--- src/standby_pkg.sv ---
// constants, field layout and reset values of the module standby control
// assumes a 32-bit AXI4-Lite register bus and one system clock
// ----------------------------------------------------------------------
// Operation
// - Reserved bits 7 and 2 of the standby register always read as zero.
// - Bit 6 set to one puts the two-wire serial interface into standby.
// - Bit 5 set to one puts the serial communication module in standby.
// - Bit 4 set to one puts the analog-to-digital converter in standby.
// - Bit 3 set to one puts the watchdog timer in standby.
// - A watchdog clocked from the internal oscillator ignores bit 3.
// - Bit 1 set to one puts timer V into standby.
// - Bit 0 set to one puts the real-time clock into standby.
// - A new subactive clock select takes effect only after its write ends.
// ----------------------------------------------------------------------
package standby_pkg;
  typedef logic [31:0] word_t;
  typedef logic [7:0] byte_t;

  // register byte addresses
  localparam word_t standby_off = 32'h0000_0000;
  localparam word_t sub_clk_off = 32'h0000_0004;
  localparam word_t status_off = 32'h0000_0008;

  // bit positions in module_standby_control_one
  localparam int twowire_if_sleep_bit = 6;
  localparam int serial_if_sleep_bit = 5;
  localparam int converter_sleep_bit = 4;
  localparam int watchdog_sleep_bit = 3;
  localparam int timer_five_sleep_bit = 1;
  localparam int rtc_sleep_bit = 0;
  localparam byte_t standby_mask = 8'h7b;
  localparam byte_t standby_reset = 8'h00;

  // subactive clock select field
  localparam int sub_clock_select_hi = 1;
  localparam int sub_clock_select_lo = 0;
  localparam logic [1:0] sub_clk_reset = 2'h0;

  // index of each module in the sleep vector
  localparam int sleep_rtc = 0;
  localparam int sleep_timer = 1;
  localparam int sleep_wdog = 2;
  localparam int sleep_adc = 3;
  localparam int sleep_serial = 4;
  localparam int sleep_twowire = 5;
  localparam logic [5:0] sleep_reset = 6'h00;

  localparam logic [1:0] resp_okay = 2'h0;
  localparam logic [1:0] resp_slverr = 2'h2;
endpackage

--- src/standby_if.sv ---
// carries the standby control bits to the gate and its state back
// assumes both ends run on the same aclk
`timescale 1ns/1ps
interface standby_if;
  logic [7:0] standby_bits;
  logic [5:0] sleep_now;
  modport ctrl (output standby_bits, input sleep_now);
  modport gate (input standby_bits, output sleep_now);
endinterface

--- src/standby_ctrl.sv ---
// module standby control: AXI4-Lite register slave and standby outputs
// assumes a single aclk domain; bus master follows AXI4-Lite handshakes
`timescale 1ns/1ps
module standby_ctrl (
  // clock and reset
  input wire logic aclk,
  input wire logic aresetn,
  // axi4-lite write address
  input wire logic awvalid,
  output logic awready,
  input wire standby_pkg::word_t awaddr,
  input wire logic [2:0] awprot,
  // axi4-lite write data
  input wire logic wvalid,
  output logic wready,
  input wire standby_pkg::word_t wdata,
  input wire logic [3:0] wstrb,
  // axi4-lite write response
  output logic bvalid,
  input wire logic bready,
  output logic [1:0] bresp,
  // axi4-lite read address
  input wire logic arvalid,
  output logic arready,
  input wire standby_pkg::word_t araddr,
  input wire logic [2:0] arprot,
  // axi4-lite read data
  output logic rvalid,
  input wire logic rready,
  output standby_pkg::word_t rdata,
  output logic [1:0] rresp,
  // watchdog clock source: high when clocked by the internal oscillator
  input wire logic wd_clk_is_osc,
  // per-module standby levels, high puts the module in standby
  output logic twowire_sleep,
  output logic serial_sleep,
  output logic converter_sleep,
  output logic watchdog_sleep,
  output logic timer_five_sleep,
  output logic rtc_sleep,
  // subactive and subsleep clock select
  output logic [1:0] sub_clk_sel
);
  import standby_pkg::*;

  typedef struct packed {
    logic aw_rdy;
    logic aw_full;
    word_t aw_addr;
    logic w_rdy;
    logic w_full;
    word_t w_data;
    logic w_lane0;
    logic b_valid;
    logic [1:0] b_resp;
    logic ar_rdy;
    logic r_valid;
    word_t r_data;
    logic [1:0] r_resp;
    byte_t standby;
    logic [1:0] sel_pending;
    logic [1:0] sel_active;
  } ctrl_s;

  ctrl_s s_reg;
  ctrl_s s_next;

  standby_if sb ();

  standby_gate gate (
    .aclk(aclk),
    .aresetn(aresetn),
    .wd_clk_is_osc(wd_clk_is_osc),
    .sb(sb.gate)
  );

  assign sb.standby_bits = s_reg.standby;

  // ----------------------------------------------------------------------
  // register access
  // ----------------------------------------------------------------------
  always_comb begin
    s_next = s_reg;
    if (awvalid && s_reg.aw_rdy) begin
      s_next.aw_addr = awaddr;
      s_next.aw_full = 1'b1;
      s_next.aw_rdy = 1'b0;
    end
    if (wvalid && s_reg.w_rdy) begin
      s_next.w_data = wdata;
      s_next.w_lane0 = wstrb[0];
      s_next.w_full = 1'b1;
      s_next.w_rdy = 1'b0;
    end
    if (s_reg.aw_full && s_reg.w_full && !s_reg.b_valid) begin
      s_next.aw_full = 1'b0;
      s_next.w_full = 1'b0;
      s_next.b_valid = 1'b1;
      s_next.b_resp = resp_okay;
      unique case (s_reg.aw_addr)
        standby_off: begin
          if (s_reg.w_lane0) begin
            s_next.standby = s_reg.w_data[7:0] & standby_mask;
          end
        end
        sub_clk_off: begin
          // held back until the write has been answered
          if (s_reg.w_lane0) begin
            s_next.sel_pending = s_reg.w_data[1:0];
          end
        end
        status_off: s_next.b_resp = resp_okay;
        default: s_next.b_resp = resp_slverr;
      endcase
    end
    if (s_reg.b_valid && bready) begin
      s_next.b_valid = 1'b0;
      s_next.aw_rdy = 1'b1;
      s_next.w_rdy = 1'b1;
      s_next.sel_active = s_reg.sel_pending;
    end
    if (arvalid && s_reg.ar_rdy) begin
      s_next.ar_rdy = 1'b0;
      s_next.r_valid = 1'b1;
      s_next.r_resp = resp_okay;
      unique case (araddr)
        standby_off: s_next.r_data = {24'h00_0000,
                                      s_reg.standby & standby_mask};
        sub_clk_off: s_next.r_data = {30'h0000_0000, s_reg.sel_active};
        status_off: s_next.r_data = {26'h000_0000, sb.sleep_now};
        default: begin
          s_next.r_data = 32'h0000_0000;
          s_next.r_resp = resp_slverr;
        end
      endcase
    end
    if (s_reg.r_valid && rready) begin
      s_next.r_valid = 1'b0;
      s_next.ar_rdy = 1'b1;
    end
  end

  always_ff @(posedge aclk) begin
    if (!aresetn) begin
      s_reg <= '0;
      s_reg.aw_rdy <= 1'b1;
      s_reg.w_rdy <= 1'b1;
      s_reg.ar_rdy <= 1'b1;
      s_reg.standby <= standby_reset;
      s_reg.sel_pending <= sub_clk_reset;
      s_reg.sel_active <= sub_clk_reset;
    end else begin
      s_reg <= s_next;
    end
  end

  // ----------------------------------------------------------------------
  // outputs
  // ----------------------------------------------------------------------
  assign awready = s_reg.aw_rdy;
  assign wready = s_reg.w_rdy;
  assign bvalid = s_reg.b_valid;
  assign bresp = s_reg.b_resp;
  assign arready = s_reg.ar_rdy;
  assign rvalid = s_reg.r_valid;
  assign rdata = s_reg.r_data;
  assign rresp = s_reg.r_resp;
  assign twowire_sleep = sb.sleep_now[sleep_twowire];
  assign serial_sleep = sb.sleep_now[sleep_serial];
  assign converter_sleep = sb.sleep_now[sleep_adc];
  assign watchdog_sleep = sb.sleep_now[sleep_wdog];
  assign timer_five_sleep = sb.sleep_now[sleep_timer];
  assign rtc_sleep = sb.sleep_now[sleep_rtc];
  assign sub_clk_sel = s_reg.sel_active;

  a_reserved_zero: assert property (@(posedge aclk) disable iff (!aresetn)
    rvalid && $past(araddr == standby_off && arvalid && arready) |->
    rdata[7] == 1'b0 && rdata[2] == 1'b0)
    else $error("reserved standby bit read as one");
  a_reserved_held: assert property (@(posedge aclk) disable iff (!aresetn)
    s_reg.standby[7] == 1'b0 && s_reg.standby[2] == 1'b0)
    else $error("reserved standby bit stored");
  a_sel_after_resp: assert property (@(posedge aclk) disable iff (!aresetn)
    sub_clk_sel != $past(sub_clk_sel) |->
    $past(bvalid && bready))
    else $error("clock select changed before write answered");
  a_sel_applied: assert property (@(posedge aclk) disable iff (!aresetn)
    bvalid && bready |=> sub_clk_sel == $past(s_reg.sel_pending))
    else $error("clock select not applied after write");
  a_write_answer: assert property (@(posedge aclk) disable iff (!aresetn)
    s_reg.aw_full && s_reg.w_full && !bvalid |=> bvalid)
    else $error("write not answered");
  a_read_answer: assert property (@(posedge aclk) disable iff (!aresetn)
    arvalid && arready |=> rvalid && !arready)
    else $error("read not answered");
  a_rtc_out: assert property (@(posedge aclk) disable iff (!aresetn)
    ##1 rtc_sleep == $past(s_reg.standby[rtc_sleep_bit]))
    else $error("rtc standby output does not follow its bit");
  a_timer_out: assert property (@(posedge aclk) disable iff (!aresetn)
    ##1 timer_five_sleep == $past(s_reg.standby[timer_five_sleep_bit]))
    else $error("timer V standby output does not follow its bit");
endmodule

--- src/standby_gate.sv ---
// turns the stored standby bits into per-module standby levels
// assumes the watchdog clock source flag is synchronous to aclk
`timescale 1ns/1ps
module standby_gate (
  // clock and reset
  input wire logic aclk,
  input wire logic aresetn,
  // watchdog clock source: high when clocked by the internal oscillator
  input wire logic wd_clk_is_osc,
  // control bits in, standby levels out
  standby_if.gate sb
);
  import standby_pkg::*;

  typedef struct packed {
    logic [5:0] sleep;
  } gate_s;

  gate_s s_reg;
  gate_s s_next;

  always_comb begin
    s_next = s_reg;
    s_next.sleep[sleep_twowire] = sb.standby_bits[twowire_if_sleep_bit];
    s_next.sleep[sleep_serial] = sb.standby_bits[serial_if_sleep_bit];
    s_next.sleep[sleep_adc] = sb.standby_bits[converter_sleep_bit];
    // oscillator-clocked watchdog keeps running whatever bit 3 says
    s_next.sleep[sleep_wdog] = sb.standby_bits[watchdog_sleep_bit] &
                               ~wd_clk_is_osc;
    s_next.sleep[sleep_timer] = sb.standby_bits[timer_five_sleep_bit];
    s_next.sleep[sleep_rtc] = sb.standby_bits[rtc_sleep_bit];
  end

  always_ff @(posedge aclk) begin
    if (!aresetn) begin
      s_reg.sleep <= sleep_reset;
    end else begin
      s_reg <= s_next;
    end
  end

  assign sb.sleep_now = s_reg.sleep;

  a_twowire_follow: assert property (@(posedge aclk) disable iff (!aresetn)
    ##1 sb.sleep_now[sleep_twowire] ==
    $past(sb.standby_bits[twowire_if_sleep_bit]))
    else $error("two-wire standby does not follow its bit");
  a_serial_follow: assert property (@(posedge aclk) disable iff (!aresetn)
    $rose(sb.standby_bits[serial_if_sleep_bit]) |=>
    sb.sleep_now[sleep_serial])
    else $error("serial module not put in standby");
  a_adc_follow: assert property (@(posedge aclk) disable iff (!aresetn)
    sb.standby_bits[converter_sleep_bit] |=> sb.sleep_now[sleep_adc])
    else $error("converter not put in standby");
  a_wdog_sleeps: assert property (@(posedge aclk) disable iff (!aresetn)
    sb.standby_bits[watchdog_sleep_bit] && !wd_clk_is_osc |=>
    sb.sleep_now[sleep_wdog])
    else $error("watchdog not put in standby");
  a_wdog_osc_runs: assert property (@(posedge aclk) disable iff (!aresetn)
    wd_clk_is_osc |=> !sb.sleep_now[sleep_wdog])
    else $error("oscillator-clocked watchdog was stopped");
  a_timer_follow: assert property (@(posedge aclk) disable iff (!aresetn)
    sb.standby_bits[timer_five_sleep_bit] |=>
    sb.sleep_now[sleep_timer])
    else $error("timer V not put in standby");
  a_rtc_wake: assert property (@(posedge aclk) disable iff (!aresetn)
    $fell(sb.standby_bits[rtc_sleep_bit]) |=>
    !sb.sleep_now[sleep_rtc])
    else $error("real-time clock did not wake");
  a_reset_awake: assert property (@(posedge aclk)
    !aresetn |=> sb.sleep_now == sleep_reset)
    else $error("modules not awake after reset");
endmodule

--- config.mk ---
export PLATFORM = sky130hd
export DESIGN_NAME = standby_ctrl
export DESIGN_NICKNAME = d
export VERILOG_FILES = /design/src/standby_pkg.sv /design/src/standby_if.sv /design/src/standby_ctrl.sv /design/src/standby_gate.sv
export SDC_FILE = /design/constraint.sdc
export NUM_CORES = 1
export LEC_CHECK = 0
export BUFFER_PORTS_ARGS = -buffer_cell sky130_fd_sc_hd__buf_2
export CAP_MARGIN = 30
export CORE_UTILIZATION = 49
export CTS_CLUSTER_DIAMETER = 30
export CTS_CLUSTER_SIZE = 25
export DETAILED_ROUTE_END_ITERATION = 8
export PLACE_DENSITY_LB_ADDON = 0.2
export SYNTH_ARGS = -nofsm -noshare
export SYNTH_HDL_FRONTEND = slang
export SYNTH_SLANG_ARGS = --single-unit
export TNS_END_PERCENT = 5
--- constraint.sdc ---
create_clock -name aclk -period 3.3 [get_ports aclk]
set_input_delay 0.825 -clock aclk [delete_from_list [all_inputs] [get_ports aclk]]
set_output_delay 0.825 -clock aclk [all_outputs]
set_load 0.03 [all_outputs]
**Word-level counts from Yosys, hierarchy flattened**

Index checks and enable logic that the tools add are counted.

- Input bits: 114
- Word-level logic and storage cells: 44
- Flip-flop bits (word level): 99
- Output and inout bits: 49

- Mux-type cells: 3
- Eq/ne operators: 4
- Bitwise logic cells: 3
- Reduce and logical (&&, ||, !) cells: 17

Operators with widths:

| operator | count |
|---|---|
| $eq A32 B3 Y1 const B | 2 |
| $eq A32 B4 Y1 const B | 2 |
| $logic_not A32 Y1 | 2 |
| $pmux W7 S3 | 1 |
| $logic_and A1 B1 Y1 | 7 |
| $reduce_and A3 Y1 | 2 |
| $reduce_or A2 Y1 | 3 |
| $reduce_or A3 Y1 | 2 |
| $mux W2 | 2 |
| $not A1 Y1 | 2 |
| $and A1 B1 Y1 | 1 |
| $logic_not A1 Y1 | 1 |

**Logic depth before layout (Yosys ltp)**

- Depth in word-level cells: 3
- Gate-level depth with buffers: 5
- Mapped depth without buffers: 4

**Hierarchy**

From an unflattened synthesis, not the netlist that was laid out.

- Cell total of the unflattened synthesis: 370
- Area total of the unflattened synthesis: 3,140.5 µm²

Modules (own cells, without submodules):

| module | instances | area each (µm²) | cells an instance |
|---|---|---|---|
| standby_ctrl | 1 | 2,974.1 | 358 |
| standby_gate | 1 | 166.4 | 12 |

**Worst setup path before layout**

OpenSTA, ideal clock, no wires.

- Path type: input to register
- From: in araddr[5]
- To: reg s_reg (netlist bit rdata[6])
- Path slack: 1.248 ns
- Path buffers: 0
- Data required time: 3.230 ns
- Data arrival time: 1.982 ns
- Stages on the path: 4
- Cell sequence: nor4_1 -> nand4_1 -> or4_1 -> a21boi_1

- Cells in the longest elaborated chain, start to end: 2
- Elaborated cells on any way between the ends: 4
- Those cells by class: 2 x eq/ne; 1 x mux; 1 x reduce/logical

RTL lines:

| element | RTL line | RTL |
|---|---|---|
| start: declaration | standby_ctrl.sv:25 | `input wire standby_pkg::word_t araddr,` |
| $eq A32 B4 Y1, or another cell as far along | standby_ctrl.sv:126 | `unique case (araddr)` |
| $pmux W7 S3 (*) | standby_ctrl.sv:126 |  |
| end signal: assignment | standby_ctrl.sv:153 | `s_reg <= s_next;` |
| end: declaration | standby_ctrl.sv:65 | `ctrl_s s_reg;` |

Every way passes the cells marked *; elsewhere a longest branch is shown, timed or not.
A chain may end at the register's enable or synchronous reset.

**Worst setup path after layout**

- From: in araddr[7]
- To: reg s_reg (netlist bit rdata[2])

Same word-level chain as after synthesis.

==> metrics.md <==
| Metric | Value |
|---|---|
| Area Overhead vs Synth | `17.9%` |
| Status | `finished, final reports clean` |
| Initial antenna violation count | `0` |
| Resized cells post-CTS | `0` |
| Post-Layout Cell Count | `527` |
| RSZ-0062 raised after global routing | `false` |
| Drt via density | `4.83` |
| WP data required | `3560 ps` |
| Final core utilization | `0.611` |
| Power per cell area | `472 nW/um^2` |
| Compound-Gate Fraction of Synth Area | `0.137` |
| Leakage | `1.63 nW` |
| Top_reg_cell synth | `dfxtp_1` |
| Placed Area | `3480 sq um` |
| CP endpoint kind | `flop` |
| Final Max Slew Viols | `0` |
| Sequential share of the synthesized area | `0.455` |
| Final Critical Period | `2000 ps` |
| CP max stage cell | `or4_1` |
| Antenna Cells | `0` |
| DRC viols | `0` |
| Fin area | `3680 sq um` |
| Total grt overflow | `0` |
| XOR/XNOR Fraction of Synth Area | `0` |
| Post-CTS Setup Inserts | `0` |
| Placed Instances | `512` |
| Number of synthesized flops with an enable pin | `0` |
| Net total in the final layout | `563` |
| Gr usage total | `0.199` |
| Die span in y | `81.8 um` |
| Total die area | `6690 sq um` |
| Setup-failing EPs final | `0` |
| GPL Wtd Cong | `0.742` |
| Mean cell area of the mapped netlist | `8.57 sq um` |
| Hold buffers post-CTS | `0` |
| Hold Path Class | `flop to flop` |
| Worst-Margin Slew | `799 ps` |
| Wire per inst | `11.6 um` |
| Commonest cells after routing, fill and taps aside | `nand2_1, buf_2, dfxtp_1` |
| Vias in the first global route | `2,349` |
| Synth async-reset ratio | `0` |
| Worst path max stage delay | `550 ps` |
| Synth area leader | `dfxtp_1` |
| Yosys top cell area share | `0.455` |
| Layout cells sized above 1 | `0.272` |
| Total power | `1.74 mW` |
| Max FFs per register | `43` |
| Commonest non-fill, non-tap cell in the layout | `nand2_1` |
| Final hold viol count | `0` |
| Area contributors post-synth | `dfxtp_1, nand2_1, a21boi_0` |
| Max_cap viols | `0` |
| Post-route antenna net violation count | `0` |
| Critical Path, Cell by Cell | `buf_2 > nor4_1 > nand4_1 > or4_1 > a21boi_1` |
| Core area | `6030 sq um` |
| IO Count | `163` |
| Main combinational cell family by area after synthesis | `simple AND/OR/NAND/NOR gates` |
| TNS Setup | `0 ps` |
| Row cnt | `28` |
| Relative slew margins | `0.467` |
| Skew final | `5.21 ps` |
| CTS tree | `yes` |
| Worst Path Arrival | `2260 ps` |
| Yosys cell types | `33` |
| Clock latency on the worst-skew pair | `330 ps` |
| Total wire length | `6140 um` |
| TritonCTS Buffers | `9` |
| Fmax achieved | `0.501 GHz` |
| Type of the worst setup path | `input pin to flop` |
| Worst reg-to-reg setup slack | `1450 ps` |
| Clk root buf | `clkbuf_8` |
| Syn Inst Count | `364` |
| TritonRoute pass-1 iters | `4` |
| First-pass GRT wire length | `9930 um` |
| DRT iter0 DRCs | `79` |
| Peak supply drop | `0.000312 V` |
| DIE WIDTH | `81.8 um` |
| Final HPWL DP | `4650 um` |
| Longest Clk Path Bufs | `2` |
| Sink Count | `71` |
| I/O Buffers | `100` |
| Yosys warnings | `0` |
| H-Tree Depth | `3` |
| Final cycle utilization of the critical path | `0.605` |
| Clk slew on worst S/H paths | `70 ps` |
| Simple-Gate Fraction of Synth Area | `0.238` |
| Post-synthesis mux area share | `0.0449` |
| Vias | `2,543` |
| Synth Area in Adders | `0` |
| Worst-path fanout max | `8` |
| Largest net degree at the start of global routing | `33` |
| Number of synthesized register bits | `71` |
| Initial Util | `0.518` |
| Post-Syn Area | `3120 sq um` |
| CP startpoint kind | `input pin` |
cell type report:
type / instances / area, sq um
flip-flops and latches: 71 / 1420
clock inverters: 3 / 20.0
well taps: 75 / 93.8
fillers: 595 / 2350
clock buffers: 11 / 151
multi-input cells: 255 / 1410
repair buffers: 104 / 551
inverters: 8 / 30.0
routing by layer:
metal  track usage  vias up  share of wire
li1              -     1324              -
met1         0.211     1116           0.42
met2         0.360       96           0.49
met3        0.0611        7          0.078
met4        0.0860        0          0.015
met5             0        -              0
worst max-delay path, delay by kind of cell:
family,cells,cell delay [ps]
AOI/OAI and AO/OA,1,170
buffers and inverters,1,110
and+or+nand+nor,3,1150
metrics by stage:
stage | setup WS [ps] | hold WS [ps]
2_1_floorplan | 1250 | 427
3_3_place_gp | 972 | 440
3_5_place_dp | 943 | 444
4_1_cts | 1290 | 451
5_1_grt | 1130 | 480
6_report | 1300 | 451
cell families (layout without fill, tap and decap cells):
| logic type | Yosys count | in the layout |
|---|---|---|
| buf+inv | 64 | 126 |
| compound gates | 58 | 58 |
| other cells | 1 | 27 |
| mux | 14 | 14 |
| flops | 71 | 71 |
| simple gates | 156 | 156 |
synthesized netlist by cell type, types with 3 or more instances:
library cell	instances
nor4_1	12
nand2b_1	3
o21ai_0	3
o41ai_1	3
and2_1	8
inv_1	8
a21boi_0	41
nand3_1	10
nor4_2	3
clkbuf_1	15
nand4_1	4
mux2i_1	14
nand2_1	101
buf_4	38
nor2_1	6
dfxtp_1	71
power by group:
| group | internal (mW) | switching [mW] |
|---|---|---|
| clock network | 0.304 | 0.299 |
| logic | 0.0848 | 0.136 |
| registers | 0.892 | 0.0226 |
worst paths after layout:
path,start,to,cells past startpoint
worst max-delay path,araddr[7],rdata[2],5
worst min-delay path,sb.standby_bits[4],gate.sb.sleep_now[3],2
worst max register to register,s_reg[90],sb.standby_bits[5],4
worst min register to register,sb.standby_bits[4],gate.sb.sleep_now[3],2
Note: power is estimated with default switching activity, not from simulation.
